--- config.mk ---
export PLATFORM = sky130hd
export DESIGN_NAME = pcss_seq
export DESIGN_NICKNAME = d
export VERILOG_FILES = /design/src/hw/pcss_stack_ram.v /design/src/hw/pcss_seq.v
export VERILOG_INCLUDE_DIRS = /design/src /design/src/hw
export SDC_FILE = /design/constraint.sdc
export NUM_CORES = 1
export LEC_CHECK = 0
export ABC_AREA = 1
export BUFFER_PORTS_ARGS = -buffer_cell sky130_fd_sc_hd__buf_4
export CORE_MARGIN = 8
export CORE_UTILIZATION = 40
export CTS_CLUSTER_DIAMETER = 60
export CTS_CLUSTER_SIZE = 12
export DETAILED_ROUTE_END_ITERATION = 10
export HOLD_SLACK_MARGIN = 0.03
export REMOVE_ABC_BUFFERS = 1
export SLEW_MARGIN = 0
export SYNTH_ARGS = -nofsm -noshare
export SYNTH_HDL_FRONTEND = slang
export SYNTH_SLANG_ARGS = --single-unit
--- constraint.sdc ---
create_clock -name clk_sys -period 3.4 [get_ports clk_sys]
set_input_delay 0.68 -clock clk_sys [delete_from_list [all_inputs] [get_ports clk_sys]]
set_output_delay 0.68 -clock clk_sys [all_outputs]
set_load 0.02 [all_outputs]
--- src/hw/pcss_map.vh ---
/*
  Constants of the program counter and stack sequencer: widths, phase
  codes, vectors, stack depth and reset values.
  Assumes inclusion by bare name from every design file that needs it.
*/
`ifndef PCSS_MAP_VH
`define PCSS_MAP_VH

// ****************************************************************
// Widths
// ****************************************************************
`define PCSS_PC_W        14
`define PCSS_LOW_W       13
`define PCSS_INSTR_W     16
`define PCSS_IRQ_N       6
`define PCSS_SP_W        4
`define PCSS_IDX_W       3
`define PCSS_PCL_W       8

// ****************************************************************
// Phases, one-hot: first to fourth
// ****************************************************************
`define PCSS_PH_FIRST    4'h1
`define PCSS_PH_SECOND   4'h2
`define PCSS_PH_THIRD    4'h4
`define PCSS_PH_FOURTH   4'h8
`define PCSS_PH_LAST_BIT 3

// ****************************************************************
// Program counter values and steps
// ****************************************************************
`define PCSS_VEC_RESET   14'h0000
`define PCSS_VEC_EXT     14'h0004
`define PCSS_VEC_TMR0    14'h0008
`define PCSS_VEC_TMR1    14'h000c
`define PCSS_VEC_TONE    14'h0010
`define PCSS_VEC_RTC     14'h0014
`define PCSS_VEC_MULTI   14'h0018
`define PCSS_PC_STEP     13'h0001
`define PCSS_BANK_BIT    13

// ****************************************************************
// Stack
// ****************************************************************
`define PCSS_SP_EMPTY    4'h0
`define PCSS_SP_FULL     4'h8
`define PCSS_SP_STEP     4'h1
`define PCSS_IDX_STEP    3'h1
`define PCSS_IDX_RESET   3'h0
`define PCSS_STACK_DEPTH 8

`define PCSS_INSTR_RESET 16'h0000
`define PCSS_PCL_RESET   8'h00
`define PCSS_IRQ_NONE    6'h00

`endif

--- src/hw/pcss_stack_ram.v ---
/*
  Eight-entry return address memory of the sequencer, one write port and
  one read port whose data come out of a register.
  Assumes one clock; read data lag the read address by one edge.
*/
`timescale 1ns/1ns
`include "pcss_map.vh"

module pcss_stack_ram (
  input  wire                      clk_sys,
  input  wire                      wr_en,
  input  wire [`PCSS_IDX_W-1:0]    wr_idx,
  input  wire [`PCSS_PC_W-1:0]     wr_data,
  input  wire [`PCSS_IDX_W-1:0]    rd_idx,
  output reg  [`PCSS_PC_W-1:0]     rd_data_q
);

  reg [`PCSS_PC_W-1:0] mem [0:`PCSS_STACK_DEPTH-1];

  // Contents carry no reset: an empty stack is marked by the level
  // pointer alone, and a return on an empty stack still loads the stale word below the index.
  always @(posedge clk_sys) begin
    if (wr_en) begin
      mem[wr_idx] <= wr_data;
    end
    rd_data_q <= mem[rd_idx];
  end

endmodule // pcss_stack_ram

--- src/hw/pcss_seq.v ---
/*
  Instruction sequencer: four-phase instruction cycle, fetch/execute
  overlap, 14-bit program counter with writable low byte, dummy cycles,
  eight-level return stack and interrupt vectoring.
  Assumes program memory answers prog_addr by the fourth phase, and the
  execute unit presents its decoded controls during the fourth phase,
  all on clk_sys. Interrupt requests are pulses from logic on clk_sys.
*/
`timescale 1ns/1ns
`include "pcss_map.vh"

module pcss_seq (
  input  wire                      clk_sys,
  input  wire                      sys_rst,
  input  wire [`PCSS_INSTR_W-1:0]  prog_data,
  input  wire                      unconditional_jump,
  input  wire                      call_op,
  input  wire                      subroutine_exit,
  input  wire                      isr_exit,
  input  wire                      skip_taken,
  input  wire                      pcl_write,
  input  wire [7:0]                pcl_wdata,
  input  wire [`PCSS_LOW_W-1:0]    addr_field,
  input  wire                      bank_pointer_bit5,
  input  wire                      int_enable,
  input  wire [`PCSS_IRQ_N-1:0]    irq_req,
  output reg  [3:0]                phase_q,
  output reg  [`PCSS_PC_W-1:0]     prog_addr_q,
  output reg  [7:0]                program_counter_low_q,
  output reg  [`PCSS_INSTR_W-1:0]  exec_instr_q,
  output reg                       exec_valid_q,
  output reg  [`PCSS_IRQ_N-1:0]    irq_pend_q,
  output reg  [`PCSS_IRQ_N-1:0]    irq_ack_q,
  output reg                       stack_full_q
);

  // ****************************************************************
  // Internal state
  // ****************************************************************
  reg  [`PCSS_PC_W-1:0]    pc_q;
  reg  [`PCSS_PC_W-1:0]    pc_d;
  reg  [`PCSS_SP_W-1:0]    stack_level_pointer_q;
  reg  [`PCSS_SP_W-1:0]    stack_level_pointer_d;
  reg  [`PCSS_IDX_W-1:0]   idx_q;
  reg  [`PCSS_IDX_W-1:0]   idx_d;
  reg  [`PCSS_PC_W-1:0]    vector_sel;
  reg                      exec_valid_d;
  reg  [`PCSS_IRQ_N-1:0]   irq_ack_d;
  wire [`PCSS_PC_W-1:0]    pop_data;
  wire [`PCSS_PC_W-1:0]    pc_inc;
  wire [`PCSS_IDX_W-1:0]   top_idx;
  wire [`PCSS_IRQ_N-1:0]   grant;
  wire [`PCSS_IRQ_N:0]     lower_busy;
  wire                     cycle_end;
  wire                     do_jump;
  wire                     do_call;
  wire                     do_pop;
  wire                     do_pcl;
  wire                     do_skip;
  wire                     full_now;
  wire                     do_irq;
  wire                     do_push;
  wire                     discard;

  // ****************************************************************
  // Phase generator
  // ****************************************************************
  // One phase per clock; the edge after the fourth phase starts the
  // next instruction cycle.
  always @(posedge clk_sys) begin
    if (sys_rst) begin
      phase_q <= `PCSS_PH_FIRST;
    end else begin
      case (phase_q)
        `PCSS_PH_FIRST: begin
          phase_q <= `PCSS_PH_SECOND;
        end
        `PCSS_PH_SECOND: begin
          phase_q <= `PCSS_PH_THIRD;
        end
        `PCSS_PH_THIRD: begin
          phase_q <= `PCSS_PH_FOURTH;
        end
        `PCSS_PH_FOURTH: begin
          phase_q <= `PCSS_PH_FIRST;
        end
        default: begin
          phase_q <= `PCSS_PH_FIRST;
        end
      endcase
    end
  end

  assign cycle_end = phase_q[`PCSS_PH_LAST_BIT];

  // ****************************************************************
  // Decoded controls of the executing instruction
  // ****************************************************************
  // A dummy cycle executes nothing, so its controls are ignored.
  assign do_jump = exec_valid_q & unconditional_jump;
  assign do_call = exec_valid_q & call_op;
  assign do_pop  = exec_valid_q & (subroutine_exit | isr_exit);
  assign do_pcl  = exec_valid_q & pcl_write;
  assign do_skip = exec_valid_q & skip_taken;

  // ****************************************************************
  // Interrupt pending flags and priority
  // ****************************************************************
  // Lowest index wins; the lower_busy chain masks the rest.
  assign lower_busy[0] = 1'b0;

  genvar gi;
  generate
    for (gi = 0; gi < `PCSS_IRQ_N; gi = gi + 1) begin : g_irq
      assign grant[gi]        = irq_pend_q[gi] & ~lower_busy[gi];
      assign lower_busy[gi+1] = lower_busy[gi] | irq_pend_q[gi];

      // A new request in the acknowledge cycle stays pending.
      always @(posedge clk_sys) begin
        if (sys_rst) begin
          irq_pend_q[gi] <= 1'b0;
        end else if (irq_req[gi]) begin
          irq_pend_q[gi] <= 1'b1;
        end else if (do_irq && grant[gi]) begin
          irq_pend_q[gi] <= 1'b0;
        end
      end
    end
  endgenerate

  always @* begin
    case (grant)
      6'h01: begin
        vector_sel = `PCSS_VEC_EXT;
      end
      6'h02: begin
        vector_sel = `PCSS_VEC_TMR0;
      end
      6'h04: begin
        vector_sel = `PCSS_VEC_TMR1;
      end
      6'h08: begin
        vector_sel = `PCSS_VEC_TONE;
      end
      6'h10: begin
        vector_sel = `PCSS_VEC_RTC;
      end
      6'h20: begin
        vector_sel = `PCSS_VEC_MULTI;
      end
      // No grant means no acknowledge, so this value is never loaded.
      default: begin
        vector_sel = `PCSS_VEC_RESET;
      end
    endcase
  end

  // A full stack holds off the acknowledge, and so does an executing
  // branch, skip or return; the request is taken at a later boundary.
  assign full_now = (stack_level_pointer_q == `PCSS_SP_FULL);
  // Taken only at the cycle boundary, so the flag clears on the very
  // edge that loads the vector and a request is never dropped early.
  assign do_irq   = cycle_end & int_enable & (|irq_pend_q) & ~full_now
                  & ~(do_jump | do_call | do_pop | do_pcl | do_skip);

  // ****************************************************************
  // Program counter
  // ****************************************************************
  // pc_q is the address being fetched. Stepping keeps the bank bit.
  assign pc_inc = {pc_q[`PCSS_BANK_BIT], pc_q[`PCSS_LOW_W-1:0] + `PCSS_PC_STEP};

  always @* begin
    pc_d = pc_q;
    if (cycle_end) begin
      if (do_jump || do_call) begin
        pc_d = {bank_pointer_bit5, addr_field};
      end else if (do_pop) begin
        pc_d = pop_data;
      end else if (do_pcl) begin
        pc_d = {pc_q[`PCSS_PC_W-1:`PCSS_PCL_W], pcl_wdata};
      end else if (do_irq) begin
        pc_d = vector_sel;
      end else begin
        // A taken skip also just steps: the fetched word is dropped.
        pc_d = pc_inc;
      end
    end
  end

  always @(posedge clk_sys) begin
    if (sys_rst) begin
      pc_q                  <= `PCSS_VEC_RESET;
      prog_addr_q           <= `PCSS_VEC_RESET;
      program_counter_low_q <= `PCSS_PCL_RESET;
    end else if (cycle_end) begin
      // The counter changes on the edge that opens the first phase.
      pc_q                  <= pc_d;
      prog_addr_q           <= pc_d;
      program_counter_low_q <= pc_d[`PCSS_PCL_W-1:0];
    end
  end

  // ****************************************************************
  // Execute stage
  // ****************************************************************
  // Every redirect drops the word fetched in this cycle, which turns
  // the next cycle into a dummy: two cycles per branch.
  assign discard = do_jump | do_call | do_pop | do_pcl | do_skip | do_irq;

  always @* begin
    exec_valid_d = exec_valid_q;
    irq_ack_d    = `PCSS_IRQ_NONE;
    if (cycle_end) begin
      exec_valid_d = ~discard;
      if (do_skip) begin
        // The prefetched word behind a taken skip is thrown away.
        exec_valid_d = 1'b0;
      end
      if (do_irq) begin
        irq_ack_d = grant;
      end
    end
  end

  // The executed word is taken on the same edge as the new address.
  always @(posedge clk_sys) begin
    if (sys_rst) begin
      exec_instr_q <= `PCSS_INSTR_RESET;
      exec_valid_q <= 1'b0;
      irq_ack_q    <= `PCSS_IRQ_NONE;
    end else begin
      exec_valid_q <= exec_valid_d;
      irq_ack_q    <= irq_ack_d;
      if (cycle_end) begin
        exec_instr_q <= prog_data;
      end
    end
  end

  // ****************************************************************
  // Return stack
  // ****************************************************************
  // The push saves pc_q, the address of the word being discarded, so
  // the return resumes exactly there.
  assign do_push = cycle_end & (do_call | do_irq);
  assign top_idx = idx_q - `PCSS_IDX_STEP;

  always @* begin
    idx_d                 = idx_q;
    stack_level_pointer_d = stack_level_pointer_q;
    if (do_push) begin
      // Overflow wraps the index and overwrites the oldest entry.
      idx_d = idx_q + `PCSS_IDX_STEP;
      if (!full_now) begin
        stack_level_pointer_d = stack_level_pointer_q + `PCSS_SP_STEP;
      end
    end else if (cycle_end && do_pop) begin
      idx_d = top_idx;
      if (stack_level_pointer_q != `PCSS_SP_EMPTY) begin
        stack_level_pointer_d = stack_level_pointer_q - `PCSS_SP_STEP;
      end
    end
  end

  always @(posedge clk_sys) begin
    if (sys_rst) begin
      idx_q                 <= `PCSS_IDX_RESET;
      stack_level_pointer_q <= `PCSS_SP_EMPTY;
      stack_full_q          <= 1'b0;
    end else begin
      idx_q                 <= idx_d;
      stack_level_pointer_q <= stack_level_pointer_d;
      stack_full_q          <= (stack_level_pointer_d == `PCSS_SP_FULL);
    end
  end

  // The read index is steady through the cycle, so the registered
  // read data are settled long before the fourth phase.
  pcss_stack_ram u_stack (
    .clk_sys   (clk_sys),
    .wr_en     (do_push),
    .wr_idx    (idx_q),
    .wr_data   (pc_q),
    .rd_idx    (top_idx),
    .rd_data_q (pop_data)
  );

endmodule // pcss_seq

---- Yosys cells after proc, flatten, opt, wreduce, memory -nomap -nowiden ----
Memory sizes are Yosys's and may differ from the RTL's. A register that Yosys moved wholly into a read port is not among the register bits.
Index checks and enable logic that the tools add are counted.
cells by class
  $add $sub $neg .......................... 5
  equal/unequal tests ..................... 12
  multiplexer cells ....................... 27
  bitwise operators ....................... 36
  reduce and logical (&&, ||, !) cells .... 21
operators by type and width
  kind                     count
  $mux W14                 4
  $pmux W5 S6              1
  $mux W4                  4
  $and A1 B1 Y1            15
  $mux W1                  15
  $reduce_bool A2 Y1       7
  $add A13 B1 Y13 const B  1
  $pmux W4 S3              1
  $or A1 B1 Y1             11
  $not A1 Y1               10
  $eq A4 B4 Y1 const B     2
  $logic_and A1 B1 Y1      7
  $eq A6 B1 Y1 const B     1
  $eq A6 B2 Y1 const B     1
  $eq A6 B3 Y1 const B     1
  $eq A6 B4 Y1 const B     1
  $eq A6 B5 Y1 const B     1
  $eq A6 B6 Y1 const B     1
  $mux W3                  2
  $reduce_or A6 Y1         1
  $add A4 B1 Y4 const B    1
  $eq A4 B1 Y1 const B     1
  $eq A4 B2 Y1 const B     1
  $eq A4 B3 Y1 const B     1
  10 further kinds         10
storage, ports and cells
  bits in registers ....................... 55
  bits in writable memories ............... 112
  input port bits ......................... 53
  output and inout bits ................... 56
  word-level logic and storage cells ...... 118
  memories kept ........................... 1
memories
  memory       depth  bits a word  rd ports  clocked after memory_dff  write ports  RTL line             text
  u_stack.mem  8      14           1         1                         1            pcss_stack_ram.v:18  reg [`PCSS_PC_W-1:0] mem [0:`PCSS_STACK_DEPTH-1];

---- Depth between registers and ports, before layout ----
Gate-level depths: netlist of run 1.
  depth after elaboration ................. 12
  gate-level depth with buffers ........... 14
  depth with buffers taken out ............ 14

---- By module ----
From an unflattened synthesis of run 1, not the netlist that was laid out.
second synthesis, totals
  cell total of the unflattened synthesis .. 949
  area, all modules ....................... 8,267.9 um^2
modules (own cells, without submodules)
  module          times used  cells each  area each (um^2)  sequential area each (um^2)
  pcss_stack_ram  1           515         5,262.5           3,643.5
  pcss_seq        1           434         3,005.4           1,101.1

---- Least setup slack after synthesis of run 1 ----
Ideal clock, no wire load.
  path type ............................... in2reg
  from .................................... input unconditional_jump
  to ...................................... memory u_stack.mem[0][0] in the netlist's numbering (enable)
  library setup time ...................... 384 ps
  arrival time ............................ 2,185 ps
  data required time ...................... 3,016 ps
  slack ................................... 830 ps
  stages on the path ...................... 9
  cells stage by stage .................... o21ai_2 -> nand2_4 -> nor2_4 -> nand2_4 -> nand2_4 -> nand2_4 -> inv_2 -> nand2_1 -> nor2_1
on the way
  cells in the longest elaborated chain, start to end .. 11
RTL lines
  what                           RTL line             text
  start, declared                pcss_seq.v:16        input wire unconditional_jump,
  $and A1 B1 Y1                  pcss_seq.v:100       assign do_jump = exec_valid_q & unconditional_jump;
  $or A1 B1 Y1 (4 in series)     pcss_seq.v:164       & ~(do_jump | do_call | do_pop | do_pcl | do_skip);
  $not A1 Y1                     pcss_seq.v:164
  $and A1 B1 Y1                  pcss_seq.v:164
  $or A1 B1 Y1                   pcss_seq.v:245       assign do_push = cycle_end & (do_call | do_irq);
  $and A1 B1 Y1                  pcss_seq.v:245
  $mux W1                        pcss_stack_ram.v:23  if (wr_en) begin
  $mux W1 (not written as such)  pcss_stack_ram.v:24  mem[wr_idx] <= wr_data;
  end, declared                  pcss_stack_ram.v:18
No other way between the ends.

---- Worst setup path in the final report of run 1 ----
  from .................................... register idx_q[1]
  to ...................................... register u_stack.rd_data_q[0] (read register of u_stack.mem)
on the way
  cells in the longest elaborated chain, start to end .. 1
RTL lines
  what                     RTL line             text
  start, declared          pcss_seq.v:44        reg [`PCSS_IDX_W-1:0] idx_q;
  start signal, assigned   pcss_seq.v:267       idx_q <= `PCSS_IDX_RESET;
  start signal, assigned   pcss_seq.v:271       idx_q <= idx_d;
  $sub A3 B1 Y3 (no line)  n/a
  end, declared            pcss_stack_ram.v:15  output reg [`PCSS_PC_W-1:0] rd_data_q
No other way between the ends.
A chain may end at the register's enable or synchronous reset.

==> reports/metrics.yaml, run 1 <==
finish:
  drive_gt1_frac: 0.207
  antenna_cells: 0
  fin_util: 0.494
  final_nets: 947
  areaGrowthSynthToFinish_pct: 21.5
synthesis:
  syn_inst: 788
  ys_warn_count: 0
  synthArstFlopShare: 0
  synth.largest_area_cell: "edfxtp_1"
  avgSynthCellArea_um2: 9.66
  synth_top_area_frac: 0.442
  yosys-top-cells-area: "edfxtp_1 44%, dfxtp_1 18%, nor2_1 9.4%, o21ai_0 6.2%, nand2_1 4.4%"
  yosysMostFrequentCell: "nor2_1"
  synth_seq_cells: 181
  netlist_top_cells_count: "191 x nor2_1, 112 x edfxtp_1, 94 x o21ai_0, 89 x nand2_1, 69 x dfxtp_1"
  synth_ff_type: "edfxtp_1"
  syn_area_mm2: 0.00761
  synth-seq-area-share: 0.623
  synth_cell_types: 39
  synth_edf_count: 112
timing:
  rsz0062_at_grt: "false"
  holdWs_ns: 0.454
  fin_skew_ns: 0.0122
  drv_slew: 0
  setup_viol: 0
  fin_crit_ns: 2.46
  fmaxAchievable_ghz: 0.407
  setup_ws_ns: 0.941
  hold_violations: 0
  min_period_over_period: 0.723
  slew_headroom: 0.310
  worstMarginPinSlew_ns: 1.03
global_route:
  grt_pass1_wl_mm: 32.4
  grt_max_degree: 61
  antenna_found_initial: 0
  grt_pass1_vias: 5735
  grt.total_usage: 0.175
  gr-total-overflow: 0
clock_network:
  clock_sinks: 181
  holdBufCountCts: 0
  clkLatencyLatePin_ns: 0.43
  tritoncts: "done"
  htree_levels: 4
  clockBufferDepth: 2
  post_cts_buffers: 0
  clk_pin_slew_worst_paths_ns: 0.07
  cts_resized: 0
  cts-root-buf: "clkbuf_16"
  cts_made_buffers: 17
detailed_routing:
  routed_wirelength_mm: 20.5
  routed_via_density: 5.10
  drc: 0
  first_pass_iters: 5
  num_vias: 5793
  antenna_left: 0
  drt-wirelength-per-cell_um: 18.1
  drtIter0Drc: 359
placement:
  place_ws_ns: 0.708
  dp_hpwl_mm: 14.1
  place.gp.congestion: 0.840
  io_buffers: 108
critical_path:
  endpoint_kind: "flip-flop"
  crit_path_start_kind: "flip-flop"
  worstSetupPathType: "flip-flop to flip-flop"
  worstPathMaxFanout: 29
  cp_data_arrival_time_ns: 2.77
  worstPathRequired_ns: 3.71
power_and_ir_drop:
  power_density_mw_per_mm2: 486
  vdd_drop_max_mv: 0.397
  power.leakage_nw: 3.84
flow_run:
  max-cap-violations: 0
die:
  initial_utilization: 0.407
  dieArea_mm2: 0.0237
  fp.dieH_um: 154
  placementRows: 50
  fp.coreArea_mm2: 0.0187
  ios: 109
  die_x_um: 154
outcome:
  status: "completed"
worst_hold_path:
  hold_path.class: "input pin to flip-flop"
worst paths after layout:
path              start                    to  slack, ns  cells after the start
min          irq_req[3]         irq_pend_q[3]       0.45                      3
max            idx_q[1]  u_stack.rd_data_q[0]       0.94                      7
min reg2reg  phase_q[2]            phase_q[3]       0.49                      2
max reg2reg    idx_q[1]  u_stack.rd_data_q[0]       0.94                      7
routing by layer:
layer	vias to the layer above	part of all wire	wire, µm	GRT usage
li1	2874	-	-	-
met1	2690	0.45	9160	0.226
met2	210	0.45	9240	0.273
met3	19	0.088	1810	0.0642
met4	0	0.015	302	0.0485
met5	-	0	0	0
stage by stage:
stage	total power [W]	cell area [µm²]	std cells	TNS, ns
detailed placement	0.00255	8650	1104	0
global route	0.00463	9250	1136	0
finish	0.00449	9250	1136	0
CTS	0.00454	9250	1136	0
global placement	0.00254	8650	1104	0
floorplan	0.00244	7390	742	-7.24
flip-flops by register name (all words and copies together) (netlist names):
name                   flops
u_stack.mem              112
exec_instr_q              16
pc_q                      14
u_stack.rd_data_q         14
irq_ack_q                  6
irq_pend_q                 6
phase_q                    4
stack_level_pointer_q      4
idx_q                      3
exec_valid_q               1
stack_full_q               1
critical path: stages (launching register included):
cell	delay (ns)
dfxtp_1	0.42
inv_1	0.11
ha_1	0.30
inv_1	0.62
o21ai_0	0.24
o22ai_1	0.24
nor2_1	0.08
a31oi_1	0.33
cells in the final DEF, fill, tap and decap left out, types with 4 or more instances in the layout:
cell	instances
a21oi_1	37
inv_1	34
nor2_1	191
nand2_1	89
clkinvlp_4	4
inv_2	4
o21ai_1	5
ha_1	5
edfxtp_1	112
nor2_4	4
nand2_4	4
clkbuf_16	17
xor2_1	7
dfxtp_1	68
buf_4	128
a31oi_1	15
o22ai_1	14
o21ai_0	94
nand3_1	29
report_power, final:
group	leakage (nW)	internal (W)	switching [W]
sequential	1.69	0.00232	0.0000173
clock	0.282	0.00111	0.000890
combinational	1.87	0.0000744	0.0000850
logic make-up (layout without fill, tap and decap cells):
kind of cell | Yosys count | in the layout | share of synthesized area
DFF | 181 | 181 | 0.623
AOI/OAI and AO/OA | 174 | 174 | 0.126
and+or+nand+nor | 332 | 332 | 0.181
adders and majority gates | 5 | 5 | 0.00822
xor gates and xnor gates | 10 | 10 | 0.0115
buffers and inverters | 86 | 200 | 0.0501
final cells by class:
class                           count  area, µm²
Clock buffer                       18        429
Clock inverter                     14        171
Fill cell                        1733       9460
Inverter                           40        155
Multi-Input combinational cell    521       2490
Sequential cell                   181       4750
Tap cell                          234        293
Timing Repair Buffer              128        961
Power figures use the tool's default switching activity.
==> run 2, diff against run 1 <==
==> constraint.sdc (replaced) <==
create_clock -name clk_sys -period 2 [get_ports clk_sys]
set_input_delay 0.4 -clock clk_sys [delete_from_list [all_inputs] [get_ports clk_sys]]
set_output_delay 0.4 -clock clk_sys [all_outputs]
set_load 0.02 [all_outputs]
==> reports/metrics.yaml, run 2 (synthesis gave the netlist of run 1 again) <==
outcome:
  status: "completed"
finish:
  drive_gt1_frac: 0.257
  nFillCells: 1705
  top_register: "u_stack.mem"
  layout_common_cells: "182 x nor2_1, 161 x buf_4, 112 x edfxtp_1"
  layout_commonest_cell: "nor2_1"
  final_nets: 992
  reg.largest.list: "u_stack.mem: 112 flops, exec_instr_q: 16 flops"
  largest_reg_flops: 112
  fin_util: 0.521
  areaGrowthSynthToFinish_pct: 28.0
  instances_no_fill: 1181
  antenna_cells: 0
critical_path:
  cp_cell_sequence: "buf_4, buf_4, buf_4"
  endpoint_kind: "primary output"
  critPathSlowestCell: "dfxtp_1"
  critPathTopFamily: "buffers and inverters"
  r2r-start: "stack_level_pointer_q[0]"
  crit_path_start_kind: "flip-flop"
  worstPathRequired_ns: 1.60
  worstPathMaxFanout: 18
  cp_common_cell: "buf_4"
  crit_start: "phase_q[3]"
  path_buf_inv: 3
  worstSetupPathType: "flip-flop to primary output"
  slowest_delay_ns: 0.36
  cp_data_arrival_time_ns: 1.48
  r2r_slack_ns: 0.19
detailed_routing:
  routed_via_density: 4.99
  routed_wirelength_mm: 20.6
  drt-wirelength-per-cell_um: 17.4
  first_pass_iters: 8
  antenna_left: 0
  drtIter0Drc: 382
  drc: 0
  num_vias: 5889
timing:
  fin_skew_ns: 0.00587
  fmaxAchievable_ghz: 0.532
  slew_headroom: 0.633
  min_period_over_period: 0.941
  hold_violations: 0
  drv_slew: 0
  setup_ws_ns: 0.119
  setup_viol: 0
  fin_crit_ns: 1.88
  worstMarginPinSlew_ns: 0.551
  rsz0062_at_grt: "false"
global_route:
  grt.total_usage: 0.178
  grt_pass1_vias: 5967
  antenna_found_initial: 0
  gr-total-overflow: 0
  grt_max_degree: 61
  grt_pass1_wl_mm: 32.9
die:
  dieArea_mm2: 0.0237
  fp.dieH_um: 154
  placementRows: 50
  fp.coreArea_mm2: 0.0187
  initial_utilization: 0.407
  ios: 109
  die_x_um: 154
placement:
  numPlacedInstances: 1148
  io_buffers: 108
  place.gp.congestion: 0.837
  place_ws_ns: -0.0196
  dp_hpwl_mm: 14.8
worst_hold_path:
  hold_path.class: "input pin to flip-flop"
  worstHoldStart: "irq_req[3]"
power_and_ir_drop:
  vdd_drop_max_mv: 0.604
  power_w: 0.00780
  power_density_mw_per_mm2: 800
  power.leakage_nw: 4.13
clock_network:
  cts_made_buffers: 17
  clkLatencyLatePin_ns: 0.43
  clock_sinks: 181
  tritoncts: "done"
  cts-root-buf: "clkbuf_16"
  holdBufCountCts: 0
  post_cts_buffers: 0
  clk_pin_slew_worst_paths_ns: 0.07
  cts_resized: 0
  clockBufferDepth: 2
  htree_levels: 4
flow_run:
  max-cap-violations: 0
## run 2: tightest hold or removal path: stages
cell and delay (ns):
buf_4 0.08, a21oi_1 0.03, nor2_1 0.07
## run 2: final timing paths
kind                            cells after the start                end
worst min register to register                      1         phase_q[3]
worst min-delay path                                3      irq_pend_q[3]
worst max register to register                     12  u_stack.mem[0][2]
worst max-delay path                                3         phase_q[3]
## run 2: through the flow
step | TNS, ns | instance area, µm² | hold WS (ns)
floorplan | -131.50 | 7390 | 0.469
global placement | 0 | 9030 | 0.472
detailed placement | -0.278 | 9030 | 0.457
CTS | 0 | 9640 | 0.161
global route | 0 | 9740 | 0.172
finish | 0 | 9740 | 0.179
## run 2: metal layers
metal  GRT usage  part of all wire  up-vias
met1       0.223              0.44     2720
met3      0.0689             0.088       24
li1            -                 -     2957
met4      0.0513             0.014        0
met5           0                 0        -
met2       0.280              0.46      188
## run 2: area by class of cell
type	instances	area [µm²]	share of cell area
timing repair buffer	173	1380	0.142
sequential	181	4750	0.487
multi-input combinational	521	2550	0.262
clock buffer	20	447	0.0458
clock inverter	12	168	0.0172
tap	234	293	0.0301
inverter	40	158	0.0162
## run 2: report_power, final
group | switching, W | leakage (nW) | internal (W)
Sequential | 0.0000228 | 1.69 | 0.00394
Combinational | 0.000155 | 2.14 | 0.000142
Clock | 0.00150 | 0.302 | 0.00203
Total | 0.00168 | 4.13 | 0.00612
==> run 3, diff against run 2 <==
==> constraint.sdc (replaced) <==
create_clock -name clk_sys -period 1.7 [get_ports clk_sys]
set_input_delay 0.34 -clock clk_sys [delete_from_list [all_inputs] [get_ports clk_sys]]
set_output_delay 0.34 -clock clk_sys [all_outputs]
set_load 0.02 [all_outputs]
==> reports/metrics.yaml, run 3 (synthesis gave the netlist of run 1 again) <==
timing:
  slew_headroom: 0.739
  fin_skew_ns: 0.00771
  setup_viol: 109
  setup_ws_ns: -0.0530
  worstMarginPinSlew_ns: 0.392
  fmaxAchievable_ghz: 0.570
  drv_slew: 0
  rsz0062_at_grt: "true"
  hold_violations: 0
  holdWs_ns: 0.110
  fin_crit_ns: 1.75
  min_period_over_period: 1.03
clock_network:
  clkLatencyLatePin_ns: 0.44
  tritoncts: "done"
  htree_levels: 4
  clk_pin_slew_worst_paths_ns: 0.07
  clockBufferDepth: 2
  clock_sinks: 181
  cts-root-buf: "clkbuf_16"
  holdBufCountCts: 0
  cts_made_buffers: 17
detailed_routing:
  drt-wirelength-per-cell_um: 17.4
  num_vias: 6068
  drtIter0Drc: 400
  first_pass_iters: 5
  routed_wirelength_mm: 21.1
  drc: 0
  antenna_left: 0
  routed_via_density: 5.01
outcome:
  violations: "setup timing"
  status: "complete, but fails checks"
placement:
  dp_hpwl_mm: 15.0
  place_ws_ns: -0.271
  dpl-instance-area_mm2: 0.00921
  io_buffers: 108
  place.gp.congestion: 0.862
power_and_ir_drop:
  power_density_mw_per_mm2: 886
  power.leakage_nw: 4.29
  power_w: 0.00898
  vdd_drop_max_mv: 0.714
worst_hold_path:
  whs_endpoint: "irq_pend_q[0]"
  hold_depth: 3
  worstHoldStart: "irq_req[0]"
  hold_path.class: "input pin to flip-flop"
finish:
  layout_common_cells: "181 x nor2_1, 175 x buf_4, 112 x edfxtp_1"
  reg.largest.list: "u_stack.mem: 112 flops, exec_instr_q: 16 flops"
  stdcell_area_mm2: 0.0101
  largest_reg_flops: 112
  areaGrowthSynthToFinish_pct: 33.2
  layout_commonest_cell: "nor2_1"
  final_nets: 1023
  top_register: "u_stack.mem"
  drive_gt1_frac: 0.298
  antenna_cells: 0
  fin_util: 0.542
global_route:
  antenna_found_initial: 0
  grt_pass1_wl_mm: 33.2
  grt_pass1_vias: 6077
  grt_max_degree: 52
  gr-total-overflow: 0
  grt.total_usage: 0.180
critical_path:
  worstPathMaxFanout: 5
  endpoint_kind: "flip-flop"
  worstSetupPathType: "flip-flop to flip-flop"
  r2r-start: "stack_level_pointer_q[1]"
  worstPathRequired_ns: 1.85
  r2r.worst_path.cells: 12
  r2r-end: "u_stack.mem[6][9]"
  cp_data_arrival_time_ns: 1.91
  crit_path_start_kind: "flip-flop"
  r2r_slack_ns: -0.05
die:
  dieArea_mm2: 0.0237
  initial_utilization: 0.407
  ios: 109
  placementRows: 50
  fp.dieH_um: 154
  die_x_um: 154
  fp.coreArea_mm2: 0.0187
flow_run:
  max-cap-violations: 0
[run 3: per-layer routing]
layer  share of wire  GRT usage  up-vias
li1                -          -     3032
met1            0.45      0.226     2851
met2            0.47      0.293      169
met3           0.069     0.0639       16
met4           0.010     0.0425        0
met5               0          0        -
[run 3: worst max path at each step]
| stage | from | to | cells after the start |
|---|---|---|---|
| floorplan | idx_q[0] | idx_q[2] | 5 |
| global placement | stack_level_pointer_q[0] | u_stack.mem[1][6] | 12 |
| detailed placement | stack_level_pointer_q[0] | u_stack.mem[1][9] | 12 |
| CTS | phase_q[3] | phase_q[3] | 3 |
| global route | irq_pend_q[0] | pc_q[8] | 12 |
| finish | stack_level_pointer_q[1] | u_stack.mem[6][9] | 12 |
[run 3: final cells by class]
| cell class | instances | area, µm² |
|---|---|---|
| fill | 1694 | 8570 |
| sequential | 181 | 4750 |
| multi-input combinational | 521 | 2640 |
| timing repair buffer | 204 | 1700 |
| clock buffer | 18 | 429 |
| tap | 234 | 293 |
| clock inverter | 14 | 164 |
| inverter | 40 | 163 |
[run 3: where the power goes]
group	switching [W]	internal (W)	leakage [nW]	total [W]
Sequential	0.0000264	0.00464	1.69	0.00466
Clock	0.00184	0.00209	0.283	0.00393
Combinational	0.000196	0.000194	2.32	0.000389
Total	0.00206	0.00692	4.29	0.00898
[run 3: critical path, stage by stage (launching register included)]
cell     delay [ns]
dfxtp_2        0.34
inv_2          0.05
ha_4           0.16
nand3_2        0.07
nand2_2        0.07
nor2_4         0.11
nand2_4        0.07
nand2_4        0.06
nand2_4        0.06
inv_8          0.09
nand2_8        0.07
nor2_4         0.17
buf_6          0.15
[run 3: per-stage QoR]
stage / std cells / setup TNS [ns]
floorplan: 742 / -177.33
global placement: 1170 / -23.80
detailed placement: 1170 / -26.89
CTS: 1208 / -3.59
global route: 1212 / -12.31
finish: 1212 / -3.09
[run 3: what timing repair did]
action / in CTS / in global routing
buffers inserted: 2 / 3
resized for setup: 51 / 27
cloned: 4 / 1
pin swaps: 8 / 5
setup endpoints to repair: 126 / 136
